$ cat src/acbt_defines.svh
// Constants for the cell bus transmit block
`ifndef ACBT_DEFINES_SVH
`define ACBT_DEFINES_SVH
`define ACBT_REG_CTRL 8'h00
`define ACBT_REG_RANGE 8'h04
`define ACBT_REG_RESULT 8'h08
`define ACBT_REG_PUSH 8'h0c
`define ACBT_REG_GO 8'h10
`define ACBT_REG_STAT_PORT 8'h14
`define ACBT_REG_STAT_VC 8'h18
`define ACBT_REG_CELL_CNT 8'h1c
`define ACBT_REG_IDLE_CNT 8'h20
`define ACBT_REG_OVF 8'h24
`define ACBT_REG_OVF_MASK 8'h28
`define ACBT_MAP_SEL_BIT 7
`define ACBT_CTL_MULTI 0
`define ACBT_CTL_OCTET 1
`define ACBT_CTL_HEC 2
`define ACBT_CTL_COSET 3
`define ACBT_CTL_PHYSIDE 4
`define ACBT_CTL_W 5
`define ACBT_CTL_RESET 5'h00
`define ACBT_CELL_LEN 6'd53
`define ACBT_HDR_LEN 6'd4
`define ACBT_BUF_LAST 6'd63
`define ACBT_BUF_DEPTH 64
`define ACBT_PORTS 32
`define ACBT_COSET 8'h55
`define ACBT_CRC_POLY 8'h07
`define ACBT_IDLE_HDR 32'h00000001
`define ACBT_VC_HI 27
`define ACBT_VC_LO 4
`define ACBT_ALL_ONES 5'h1f
`define ACBT_CNT_MAX 32'hffffffff
`define ACBT_OVF_CELL 0
`define ACBT_OVF_IDLE 1
`endif

$ cat src/acbt_pkg.sv
// Types for the cell bus transmit block
package acbt_pkg;
  typedef enum logic [1:0] {
    ST_IDLE = 2'b00,
    ST_SELECT = 2'b01,
    ST_SEND = 2'b10
  } acbt_state_t;
endpackage

$ cat src/acbt_top.sv
// Cell bus transmit engine with Wishbone slave and link pin logic
//
// The register offsets and the Wishbone slave port are this design's own decisions.
`timescale 1ns/1ps
`include "acbt_defines.svh"
// Notes on behaviour
// Outgoing data, start and parity change on the link clock rising edge.
// Parity line carries odd parity over data bits 7 down to 0.
// Start-of-cell is high exactly while the first cell byte is on the bus.
// PHY-side multi-PHY: data outputs enabled only after enable was asserted.
// Address bus is output ATM-side, input PHY-side; bit 4 is MSB.
// Multi-PHY mode polls PHYs round-robin and reports readiness as status.
// Each poll pass runs from logical port 0 up to the range value.
// Logical ports map through a table to the physical address driven.
// Polled readiness per port is kept in the poll result register.
// A ready polled PHY raises cell room one link clock after the poll.
// A loaded cell goes to its chosen port once that port is ready.
// Header check is a CRC-8 over four header bytes, fresh per cell.
// Optionally the check byte is XORed with 0x55 before insertion.
// Check byte follows the header in the next clock, no gap.
// With insertion on, 52 bytes come from the buffer per cell.
// Cell mode: send a whole cell with send enable low after cell room.
// Single-PHY mode drives both address buses all ones.
// Octet mode: send bytes with send enable low while not full.
// Octet mode: after full, at most four more bytes before pausing.
// 32-bit counters of sent and idle cells for one port and VPI/VCI.
// Reading a counter keeps it; only a write clears it.
// Each counter has a rollover flag driving a maskable interrupt.
// Range register is a five-bit zero-based last port index.
// Octet handshake only in single-PHY; multi-PHY uses cell handshake.
module acbt_top import acbt_pkg::*; (
  input wire logic clk_i,
  input wire logic rst_i,
  input wire logic wb_cyc_i,
  input wire logic wb_stb_i,
  input wire logic wb_we_i,
  input wire logic [7:0] wb_adr_i,
  input wire logic [3:0] wb_sel_i,
  input wire logic [31:0] wb_dat_i,
  output logic [31:0] wb_dat_o,
  output logic wb_ack_o,
  input wire logic tx_side_clock_i,
  input wire logic tx_flow_in_i,
  output logic tx_flow_out_o,
  output logic [7:0] tx_byte_bus_o,
  output logic tx_cell_start_o,
  output logic tx_parity_o,
  output logic tx_data_oe_n_o,
  output logic [4:0] tx_phy_select_o,
  input wire logic [4:0] tx_phy_select_i,
  output logic tx_phy_select_oe_n_o,
  output logic [4:0] rx_phy_select_o,
  output logic rx_phy_select_oe_n_o,
  output logic stat_irq_o
);

  // CRC-8 step over one byte, polynomial x^8+x^2+x+1
  function automatic logic [7:0] crc8(input logic [7:0] c,
                                      input logic [7:0] b);
    logic [7:0] r;
    r = c ^ b;
    for (int i = 0; i < 8; i++) begin
      r = r[7] ? ((r << 1) ^ `ACBT_CRC_POLY) : (r << 1);
    end
    return r;
  endfunction

  // Odd parity bit for a byte
  function automatic logic odd_par(input logic [7:0] b);
    return ~^b;
  endfunction

  // Byte-lane merge for a write
  function automatic logic [31:0] lane_merge(input logic [31:0] o,
                                             input logic [31:0] n,
                                             input logic [3:0] s);
    logic [31:0] r;
    r = o;
    for (int i = 0; i < 4; i++) begin
      if (s[i]) r[i*8 +: 8] = n[i*8 +: 8];
    end
    return r;
  endfunction

  // Link pin synchronisers
  logic clk_s1, clk_s2, clk_s3, fin_s1, fin_s2;
  logic [4:0] psel_s1, psel_s2;
  logic le;
  always_ff @(posedge clk_i) begin
    if (rst_i) begin
      clk_s1 <= 1'b0;
      clk_s2 <= 1'b0;
      clk_s3 <= 1'b0;
      fin_s1 <= 1'b0;
      fin_s2 <= 1'b0;
      psel_s1 <= 5'h00;
      psel_s2 <= 5'h00;
    end else begin
      clk_s1 <= tx_side_clock_i;
      clk_s2 <= clk_s1;
      clk_s3 <= clk_s2;
      fin_s1 <= tx_flow_in_i;
      fin_s2 <= fin_s1;
      psel_s1 <= tx_phy_select_i;
      psel_s2 <= psel_s1;
    end
  end
  assign le = clk_s2 & ~clk_s3; // Link rising edge seen R1

  // Register file state
  logic ack, next_ack, irq, next_irq, cell_ready, next_cell_ready;
  logic [31:0] rdat, next_rdat, cell_cnt, next_cell_cnt;
  logic [31:0] idle_cnt, next_idle_cnt;
  logic [`ACBT_CTL_W-1:0] ctrl, next_ctrl;
  logic [4:0] range, next_range, cell_port, next_cell_port;
  logic [4:0] stat_port, next_stat_port;
  logic [23:0] stat_vc, next_stat_vc;
  logic [1:0] ovf, next_ovf, ovf_mask, next_ovf_mask;
  logic [5:0] wr_ptr, next_wr_ptr;
  logic [4:0] map_tbl [`ACBT_PORTS];
  logic [4:0] next_map_tbl [`ACBT_PORTS];
  logic [7:0] buf_mem [`ACBT_BUF_DEPTH];
  logic [7:0] next_buf_mem [`ACBT_BUF_DEPTH];
  logic wr, rd, hit, idle_hit;
  logic [31:0] hdr, wmask;

  // Link state
  acbt_state_t state, next_state;
  logic [5:0] byte_idx, next_byte_idx;
  logic [7:0] hec, next_hec, data, next_data, lb;
  logic soc, next_soc, par, next_par, enb_n, next_enb_n;
  logic data_oe_n, next_data_oe_n, addr_oe_n, next_addr_oe_n;
  logic rx_oe_n, next_rx_oe_n, cell_sent, next_cell_sent;
  logic [4:0] addr, next_addr, poll_idx, next_poll_idx;
  logic [4:0] poll_prev, next_poll_prev;
  logic poll_valid, next_poll_valid, launch, finish;
  logic [31:0] result, next_result;
  logic mode_multi, mode_phy, mode_octet, mode_hec, mode_coset;

  assign mode_multi = ctrl[`ACBT_CTL_MULTI];
  assign mode_phy = ctrl[`ACBT_CTL_PHYSIDE];
  assign mode_octet = ctrl[`ACBT_CTL_OCTET] & ~mode_multi;
  assign mode_hec = ctrl[`ACBT_CTL_HEC];
  assign mode_coset = ctrl[`ACBT_CTL_COSET];
  assign hdr = {buf_mem[0], buf_mem[1], buf_mem[2], buf_mem[3]};

  // Register file next values: bus slave, cell load, statistics
  always_comb begin
    next_ack = wb_cyc_i & wb_stb_i & ~ack;
    wr = wb_cyc_i & wb_stb_i & wb_we_i & ack;
    rd = wb_cyc_i & wb_stb_i & ~wb_we_i & ~ack;
    next_rdat = rdat;
    next_ctrl = ctrl;
    next_range = range;
    next_stat_port = stat_port;
    next_stat_vc = stat_vc;
    next_ovf_mask = ovf_mask;
    next_wr_ptr = wr_ptr;
    next_cell_port = cell_port;
    next_map_tbl = map_tbl;
    next_buf_mem = buf_mem;
    next_cell_ready = cell_ready & ~cell_sent;
    wmask = lane_merge({8'h00, stat_vc}, wb_dat_i, wb_sel_i);
    if (rd) begin
      next_rdat = 32'h00000000;
      if (wb_adr_i[`ACBT_MAP_SEL_BIT]) begin
        next_rdat[4:0] = map_tbl[wb_adr_i[6:2]];
      end else begin
        unique case (wb_adr_i)
          `ACBT_REG_CTRL: next_rdat = {19'h00000, psel_s2, 3'h0, ctrl};
          `ACBT_REG_RANGE: next_rdat[4:0] = range;
          `ACBT_REG_RESULT: next_rdat = result;
          `ACBT_REG_GO: next_rdat = {26'h0000000, cell_ready, cell_port};
          `ACBT_REG_STAT_PORT: next_rdat[4:0] = stat_port;
          `ACBT_REG_STAT_VC: next_rdat[23:0] = stat_vc;
          `ACBT_REG_CELL_CNT: next_rdat = cell_cnt;
          `ACBT_REG_IDLE_CNT: next_rdat = idle_cnt;
          `ACBT_REG_OVF: next_rdat[1:0] = ovf;
          `ACBT_REG_OVF_MASK: next_rdat[1:0] = ovf_mask;
          default: next_rdat = 32'h00000000;
        endcase
      end
    end
    if (wr && wb_adr_i[`ACBT_MAP_SEL_BIT] && wb_sel_i[0]) begin
      next_map_tbl[wb_adr_i[6:2]] = wb_dat_i[4:0];
    end
    if (wr && !wb_adr_i[`ACBT_MAP_SEL_BIT]) begin
      unique case (wb_adr_i)
        `ACBT_REG_CTRL: if (wb_sel_i[0]) next_ctrl = wb_dat_i[4:0];
        `ACBT_REG_RANGE: if (wb_sel_i[0]) next_range = wb_dat_i[4:0];
        `ACBT_REG_PUSH: begin
          if (!cell_ready && wr_ptr != `ACBT_BUF_LAST && wb_sel_i[0]) begin
            next_buf_mem[wr_ptr] = wb_dat_i[7:0];
            next_wr_ptr = wr_ptr + 6'd1;
          end
        end
        `ACBT_REG_GO: begin
          if (!cell_ready && wb_sel_i[0]) begin
            next_cell_ready = 1'b1;
            next_cell_port = wb_dat_i[4:0];
            next_wr_ptr = 6'd0;
          end
        end
        `ACBT_REG_STAT_PORT: if (wb_sel_i[0]) next_stat_port = wb_dat_i[4:0];
        `ACBT_REG_STAT_VC: next_stat_vc = wmask[23:0];
        `ACBT_REG_OVF_MASK: if (wb_sel_i[0]) next_ovf_mask = wb_dat_i[1:0];
        default: next_ctrl = ctrl;
      endcase
    end
    // Statistics for the chosen port and VPI/VCI
    hit = cell_sent && cell_port == stat_port
          && hdr[`ACBT_VC_HI:`ACBT_VC_LO] == stat_vc;
    idle_hit = hit && hdr == `ACBT_IDLE_HDR;
    next_cell_cnt = (wr && wb_adr_i == `ACBT_REG_CELL_CNT)
                    ? 32'h00000000 : cell_cnt;
    next_idle_cnt = (wr && wb_adr_i == `ACBT_REG_IDLE_CNT)
                    ? 32'h00000000 : idle_cnt;
    next_ovf = ovf;
    if (wr && wb_adr_i == `ACBT_REG_OVF && wb_sel_i[0]) begin
      next_ovf = ovf & ~wb_dat_i[1:0];
    end
    if (hit) begin
      next_cell_cnt = next_cell_cnt + 32'h00000001;
      if (cell_cnt == `ACBT_CNT_MAX) next_ovf[`ACBT_OVF_CELL] = 1'b1;
    end
    if (idle_hit) begin
      next_idle_cnt = next_idle_cnt + 32'h00000001;
      if (idle_cnt == `ACBT_CNT_MAX) next_ovf[`ACBT_OVF_IDLE] = 1'b1;
    end
    next_irq = |(ovf & ovf_mask);
  end

  // Register file flops
  always_ff @(posedge clk_i) begin
    if (rst_i) begin
      ack <= 1'b0;
      rdat <= 32'h00000000;
      ctrl <= `ACBT_CTL_RESET;
      range <= 5'h00;
      stat_port <= 5'h00;
      stat_vc <= 24'h000000;
      ovf <= 2'h0;
      ovf_mask <= 2'h0;
      irq <= 1'b0;
      wr_ptr <= 6'd0;
      cell_ready <= 1'b0;
      cell_port <= 5'h00;
      cell_cnt <= 32'h00000000;
      idle_cnt <= 32'h00000000;
      for (int i = 0; i < `ACBT_PORTS; i++) map_tbl[i] <= 5'h00;
    end else begin
      ack <= next_ack;
      rdat <= next_rdat;
      ctrl <= next_ctrl;
      range <= next_range;
      stat_port <= next_stat_port;
      stat_vc <= next_stat_vc;
      ovf <= next_ovf;
      ovf_mask <= next_ovf_mask;
      irq <= next_irq;
      wr_ptr <= next_wr_ptr;
      cell_ready <= next_cell_ready;
      cell_port <= next_cell_port;
      cell_cnt <= next_cell_cnt;
      idle_cnt <= next_idle_cnt;
      map_tbl <= next_map_tbl;
    end
  end

  // Cell buffer storage, data only
  always_ff @(posedge clk_i) begin
    buf_mem <= next_buf_mem;
  end

  // Link engine next values: polling, selection, byte launch
  always_comb begin
    next_state = state;
    next_byte_idx = byte_idx;
    next_hec = hec;
    next_data = data;
    next_soc = soc;
    next_par = par;
    next_enb_n = enb_n;
    next_addr = addr;
    next_poll_idx = poll_idx;
    next_poll_prev = poll_prev;
    next_poll_valid = poll_valid;
    next_result = result;
    next_cell_sent = 1'b0;
    launch = 1'b0;
    finish = 1'b0;
    next_addr_oe_n = mode_multi & mode_phy;
    next_rx_oe_n = mode_multi;
    next_data_oe_n = (mode_multi & mode_phy)
                     ? (le ? fin_s2 : data_oe_n) : 1'b0;
    // Byte for the current position, check byte inserted after header
    if (byte_idx < `ACBT_HDR_LEN) begin
      lb = buf_mem[byte_idx];
    end else if (mode_hec && byte_idx == `ACBT_HDR_LEN) begin
      lb = hec ^ (mode_coset ? `ACBT_COSET : 8'h00);
    end else if (mode_hec) begin
      lb = buf_mem[byte_idx - 6'd1];
    end else begin
      lb = buf_mem[byte_idx];
    end
    if (le) begin
      unique case (state)
        ST_IDLE: begin
          next_enb_n = 1'b1;
          next_soc = 1'b0;
          if (mode_multi && !mode_phy) begin
            next_addr = map_tbl[poll_idx];
            next_poll_prev = poll_idx;
            next_poll_valid = 1'b1;
            if (poll_valid) next_result[poll_prev] = fin_s2;
            next_poll_idx = (poll_idx >= range) ? 5'h00
                            : poll_idx + 5'h01;
            if (cell_ready && result[cell_port]) begin
              next_addr = map_tbl[cell_port];
              next_state = ST_SELECT;
              next_poll_valid = 1'b0;
            end
          end else begin
            next_addr = `ACBT_ALL_ONES;
            next_poll_valid = 1'b0;
            if (cell_ready && fin_s2 && !mode_phy && !mode_multi) begin
              next_state = ST_SEND;
              launch = 1'b1;
            end
          end
        end
        ST_SELECT: begin
          next_state = ST_SEND;
          launch = 1'b1;
        end
        ST_SEND: begin
          if (byte_idx == `ACBT_CELL_LEN) begin
            finish = 1'b1;
          end else if (mode_octet && !fin_s2) begin
            next_enb_n = 1'b1;
            next_soc = 1'b0;
          end else begin
            launch = 1'b1;
          end
        end
        default: next_state = ST_IDLE;
      endcase
    end
    if (launch) begin
      next_data = lb;
      next_soc = (byte_idx == 6'd0);
      next_par = odd_par(lb);
      next_enb_n = 1'b0;
      next_byte_idx = byte_idx + 6'd1;
      if (byte_idx == 6'd0) next_hec = crc8(8'h00, lb);
      else if (byte_idx < `ACBT_HDR_LEN) next_hec = crc8(hec, lb);
    end
    if (finish) begin
      next_state = ST_IDLE;
      next_byte_idx = 6'd0;
      next_enb_n = 1'b1;
      next_soc = 1'b0;
      next_cell_sent = 1'b1;
      if (mode_multi) next_result[cell_port] = 1'b0;
    end
  end

  // Link engine flops
  always_ff @(posedge clk_i) begin
    if (rst_i) begin
      state <= ST_IDLE;
      byte_idx <= 6'd0;
      hec <= 8'h00;
      data <= 8'h00;
      soc <= 1'b0;
      par <= 1'b1;
      enb_n <= 1'b1;
      addr <= `ACBT_ALL_ONES;
      data_oe_n <= 1'b0;
      addr_oe_n <= 1'b0;
      rx_oe_n <= 1'b0;
      poll_idx <= 5'h00;
      poll_prev <= 5'h00;
      poll_valid <= 1'b0;
      result <= 32'h00000000;
      cell_sent <= 1'b0;
    end else begin
      state <= next_state;
      byte_idx <= next_byte_idx;
      hec <= next_hec;
      data <= next_data;
      soc <= next_soc;
      par <= next_par;
      enb_n <= next_enb_n;
      addr <= next_addr;
      data_oe_n <= next_data_oe_n;
      addr_oe_n <= next_addr_oe_n;
      rx_oe_n <= next_rx_oe_n;
      poll_idx <= next_poll_idx;
      poll_prev <= next_poll_prev;
      poll_valid <= next_poll_valid;
      result <= next_result;
      cell_sent <= next_cell_sent;
    end
  end

  // Outputs straight from flops, except the rx address, which is the constant all-ones value
  assign wb_dat_o = rdat;
  assign wb_ack_o = ack;
  assign tx_flow_out_o = enb_n;
  assign tx_byte_bus_o = data;
  assign tx_cell_start_o = soc;
  assign tx_parity_o = par;
  assign tx_data_oe_n_o = data_oe_n;
  assign tx_phy_select_o = addr;
  assign tx_phy_select_oe_n_o = addr_oe_n;
  assign rx_phy_select_o = `ACBT_ALL_ONES;
  assign rx_phy_select_oe_n_o = rx_oe_n;
  assign stat_irq_o = irq;

  logic [4:0] poll_map;
  logic [7:0] hec_out;
  assign poll_map = map_tbl[poll_idx];
  assign hec_out = hec ^ (mode_coset ? `ACBT_COSET : 8'h00);
endmodule // acbt_top

$ cat config.mk
export PLATFORM = sky130hd
export DESIGN_NAME = acbt_top
export DESIGN_NICKNAME = d
export VERILOG_FILES = /design/src/acbt_pkg.sv /design/src/acbt_top.sv
export VERILOG_INCLUDE_DIRS = /design/src
export SDC_FILE = /design/constraint.sdc
export NUM_CORES = 2
export LEC_CHECK = 0
export BUFFER_PORTS_ARGS = -buffer_cell sky130_fd_sc_hd__buf_4
export CORE_MARGIN = 1
export CORE_UTILIZATION = 55
export CTS_CLUSTER_DIAMETER = 30
export CTS_CLUSTER_SIZE = 30
export DETAILED_ROUTE_END_ITERATION = 6
export PLACE_DENSITY = 0.76
export SYNTH_ARGS = -nofsm -noshare
export SYNTH_HDL_FRONTEND = slang
export SYNTH_SLANG_ARGS = --single-unit
$ cat constraint.sdc
create_clock -name clk_i -period 5.9 [get_ports clk_i]
set_clock_uncertainty 0.1 [all_clocks]
set_input_delay 1.18 -clock clk_i [delete_from_list [all_inputs] [get_ports clk_i]]
set_output_delay 1.18 -clock clk_i [all_outputs]
set_load 0.01 [all_outputs]
==> impl_metrics.ini <==
[critical_path]
r2r_end = tx_parity_o$_SDFFE_PP1P_
crit_start = byte_idx[0]$_SDFFE_PP0P_
rr_worst_depth = 14
rr_startpoint = byte_idx[0]$_SDFFE_PP0P_
path_cells = inv_2, ha_4, xor2_4, buf_4, mux4_2, mux2i_1, a22oi_1, a22oi_1, a21oi_1, a21oi_2, xnor2_1, xnor2_1, xnor2_1, a211o_1
reg2reg_slack_ns = 0.92
crit_path_start_kind = register
crit_fanout = 39
cp_common_cell = xnor2_1
crit_arrival_ns = 5.52
setup.worst_path.end = tx_parity_o$_SDFFE_PP1P_
slowest_stage = dfxtp_4
required_ns = 6.44
slowest_delay_ns = 0.82
critical_path_class = register to register
cp-end-kind = register

[clocking]
clock_path_buffers = 3
cts_tree = done
numClockSinks = 919
cts_inserted_buffers = 172
cts_resized = 0
cts_hold_buf = 0
htree_levels = 4
clockRootBuffer = clkbuf_16
clk_latency_ns = 0.76
clkTransAtPathRegs_ns = 0.06
cts_setup_buffers = 0

[floorplan]
start_util = 0.559
fp.dieW_um = 292
coreArea_mm2 = 0.0826
die_h_um = 292
rows = 105
io_pins = 114
die-area_mm2 = 0.0852

[global_routing]
antenna_found_initial = 2
grt_max_degree = 141
grt_use_total = 0.327
grt_overflow = 0
grt_pass1_wl_mm = 210
grt_pass1_vias = 32700

[place]
gp_congestion = 0.982
dp_hpwl_mm = 88.9
dpl.cell_count = 4654
placed_area_mm2 = 0.0480
port_buffers = 99

[timing]
finalHoldViolCount = 0
setup_viol = 0
rsz0062_at_grt = no
worst_slew_pin_slew_ns = 1.29
finalCritPeriodShare = 0.845
maxSlewHeadroom = 0.139
maxSlewViolCount = 0
period_minus_slack_ns = 4.98
fin_setup_tns_ns = 0
max_freq_ghz = 0.201
hold_slack_ns = 0.340

[route]
wl_per_cell_um = 28.0
drc = 8
viasPerCell = 6.84
via_count = 34000
first_pass_iters = 7
drt_iter0_markers = 4968
routed_wl_mm = 139
ant_nets = 0

[logic_synthesis]
synth.largest_area_cell = edfxtp_1
synth_edf_count = 512
yosys_register_bits = 919
yosysTopAreaCellShare = 0.333
async_reset_ff_frac = 0
seq_area_frac_synth = 0.509
ys.flop_type = edfxtp_1
ys_warn_count = 0
syn_area_per_cell_um2 = 12.6
synth.area.top_cells = edfxtp_1 (33%), mux4_2 (19%), dfxtp_1 (18%)
syn-cell-area_mm2 = 0.0462
synth.distinct_cells = 87
netlist_instances = 3656

[layout]
fin_area_mm2 = 0.0541
drive_above_1_share = 0.247
fillers = 5753
area_growth_pct = 17.1
layoutNonFillerInstCount = 4970
layout.nets = 3826

[outcome]
status = finished with violations
violations = design-rule violations

[pwr]
ir_drop_uv = 303
power.total_uw = 17400
leakage_uw = 0.0180
p_per_area_mw_per_mm2 = 321

[job]
maxCapViolCount = 0

[hold_path]
hold_path_class = register to register
## worst min path at each step
| stage | startpoint | cells past startpoint | slack, ns | to |
|---|---|---|---|---|
| global route | psel_s1[4]$_SDFF_PP0_ | 1 | 0.36 | psel_s2[4]$_SDFF_PP0_ |
| CTS | clk_s1$_SDFF_PP0_ | 1 | 0.34 | clk_s2$_SDFF_PP0_ |
| finish | fin_s1$_SDFF_PP0_ | 1 | 0.34 | fin_s2$_SDFF_PP0_ |
| detailed placement | clk_s1$_SDFF_PP0_ | 1 | 0.33 | clk_s2$_SDFF_PP0_ |
| global placement | fin_s1$_SDFF_PP0_ | 1 | 0.32 | fin_s2$_SDFF_PP0_ |
| floorplan | clk_s1$_SDFF_PP0_ | 1 | 0.31 | clk_s2$_SDFF_PP0_ |
## state kept, by name (all words and copies together) (netlist names), 6 cells and up
register	count
byte_idx	6
wb_dat_o	32
result	32
cell_cnt	32
tx_byte_bus_o	8
map_tbl	160
hec	8
wr_ptr	6
idle_cnt	32
stat_vc	24
buf_mem	512
## cell type report
| type | instances | area, µm² | area share |
|---|---|---|---|
| sequential | 919 | 23500 | 0.435 |
| multi-input combinational | 2439 | 21400 | 0.395 |
| clock buffer | 209 | 4670 | 0.0863 |
| timing repair buffer | 209 | 1680 | 0.0310 |
| clock inverter | 106 | 1460 | 0.0269 |
| tap | 1070 | 1340 | 0.0247 |
| inverter | 17 | 63.8 | 0.00118 |
| antenna | 1 | 2.50 | 0.0000462 |
## critical path, delay by kind of cell, from the launching register on
| kind | cells | cell delay, ns |
|---|---|---|
| adders and majority gates | 1 | 0.27 |
| AOI/OAI and AO/OA | 5 | 1.45 |
| muxes | 2 | 0.74 |
| DFF | 1 | 0.82 |
| xor gates and xnor gates | 4 | 0.97 |
| buffers and inverters | 2 | 0.49 |
## cells by family (layout without fill, tap and decap cells)
| logic type | count (synthesis) | in the layout | synth area share |
|---|---|---|---|
| buffers and inverters | 302 | 541 | 0.0306 |
| DFF | 919 | 919 | 0.509 |
| adders and majority gates | 12 | 12 | 0.00325 |
| other | 1 | 6 | 0.0000811 |
| and+or+nand+nor | 1168 | 1168 | 0.113 |
| muxes | 651 | 651 | 0.251 |
| xor gates and xnor gates | 137 | 137 | 0.0269 |
| AOI/OAI and AO/OA | 466 | 466 | 0.0661 |
## layer usage
layer / vias up / wire length [µm] / track usage
met4: 4 / 6890 / 0.148
met1: 16800 / 51100 / 0.443
met3: 448 / 16800 / 0.0758
li1: 14300 / - / -
met5: - / 27 / 0
met2: 2449 / 64200 / 0.503
## cells in the mapped netlist (7+ instances only)
cell type  count
a211oi_1       9
a21oi_1      188
a221oi_1      15
a222oi_1      29
a22oi_1       52
a31oi_1       12
a32oi_1       10
and2_1        15
and3_1        21
buf_1         36
buf_2         40
buf_4         29
buf_6         10
clkbuf_1     167
dfxtp_1      407
edfxtp_1     512
ha_1          12
inv_1         14
mux2_2        16
mux2i_1      231
mux4_2       399
nand2_1      335
nand2b_1      24
nand3_1       77
nand3b_1       7
nand4_1       32
nor2_1       463
nor2b_1       43
nor3_1        59
nor3b_1        7
nor4_1        21
o21ai_0       65
o22ai_1       17
or2_2          8
or3_1         27
xnor2_1       58
xor2_1        74
## report_power, final
part	total, µW	internal [µW]	switching (µW)
clock	10300	6870	3450
sequential	6770	6770	3.83
combinational	264	58.2	206
## through the flow
step / setup WS [ns] / util
finish: 0.917 / 0.655
global route: 0.642 / 0.655
CTS: 0.987 / 0.655
detailed placement: 1.02 / 0.581
global placement: 1.08 / 0.581
floorplan: 1.15 / -
## cells in the final DEF, fill, tap and decap left out, types with 9 or more instances in the layout
master	count
clkbuf_1	20
and2_1	15
nand2b_1	24
nor4_1	21
mux2_2	16
edfxtp_1	512
nor2b_1	43
o22ai_1	17
inv_1	13
mux2i_1	231
or3_1	27
a21oi_1	188
bufinv_16	28
xor2_1	74
nor2_1	458
and3_1	21
a222oi_1	29
a211oi_1	9
clkbuf_16	177
a22oi_1	52
o21ai_0	65
a221oi_1	15
nand4_1	32
clkinv_4	12
mux4_2	399
a31oi_1	12
clkbuf_8	12
clkinvlp_4	13
xnor2_1	56
clkinv_2	28
a32oi_1	10
buf_4	200
dfxtp_1	399
nor3_1	59
ha_1	11
nand3_1	77
nand2_1	335
No activity file was read; power rests on OpenSTA's default activity.
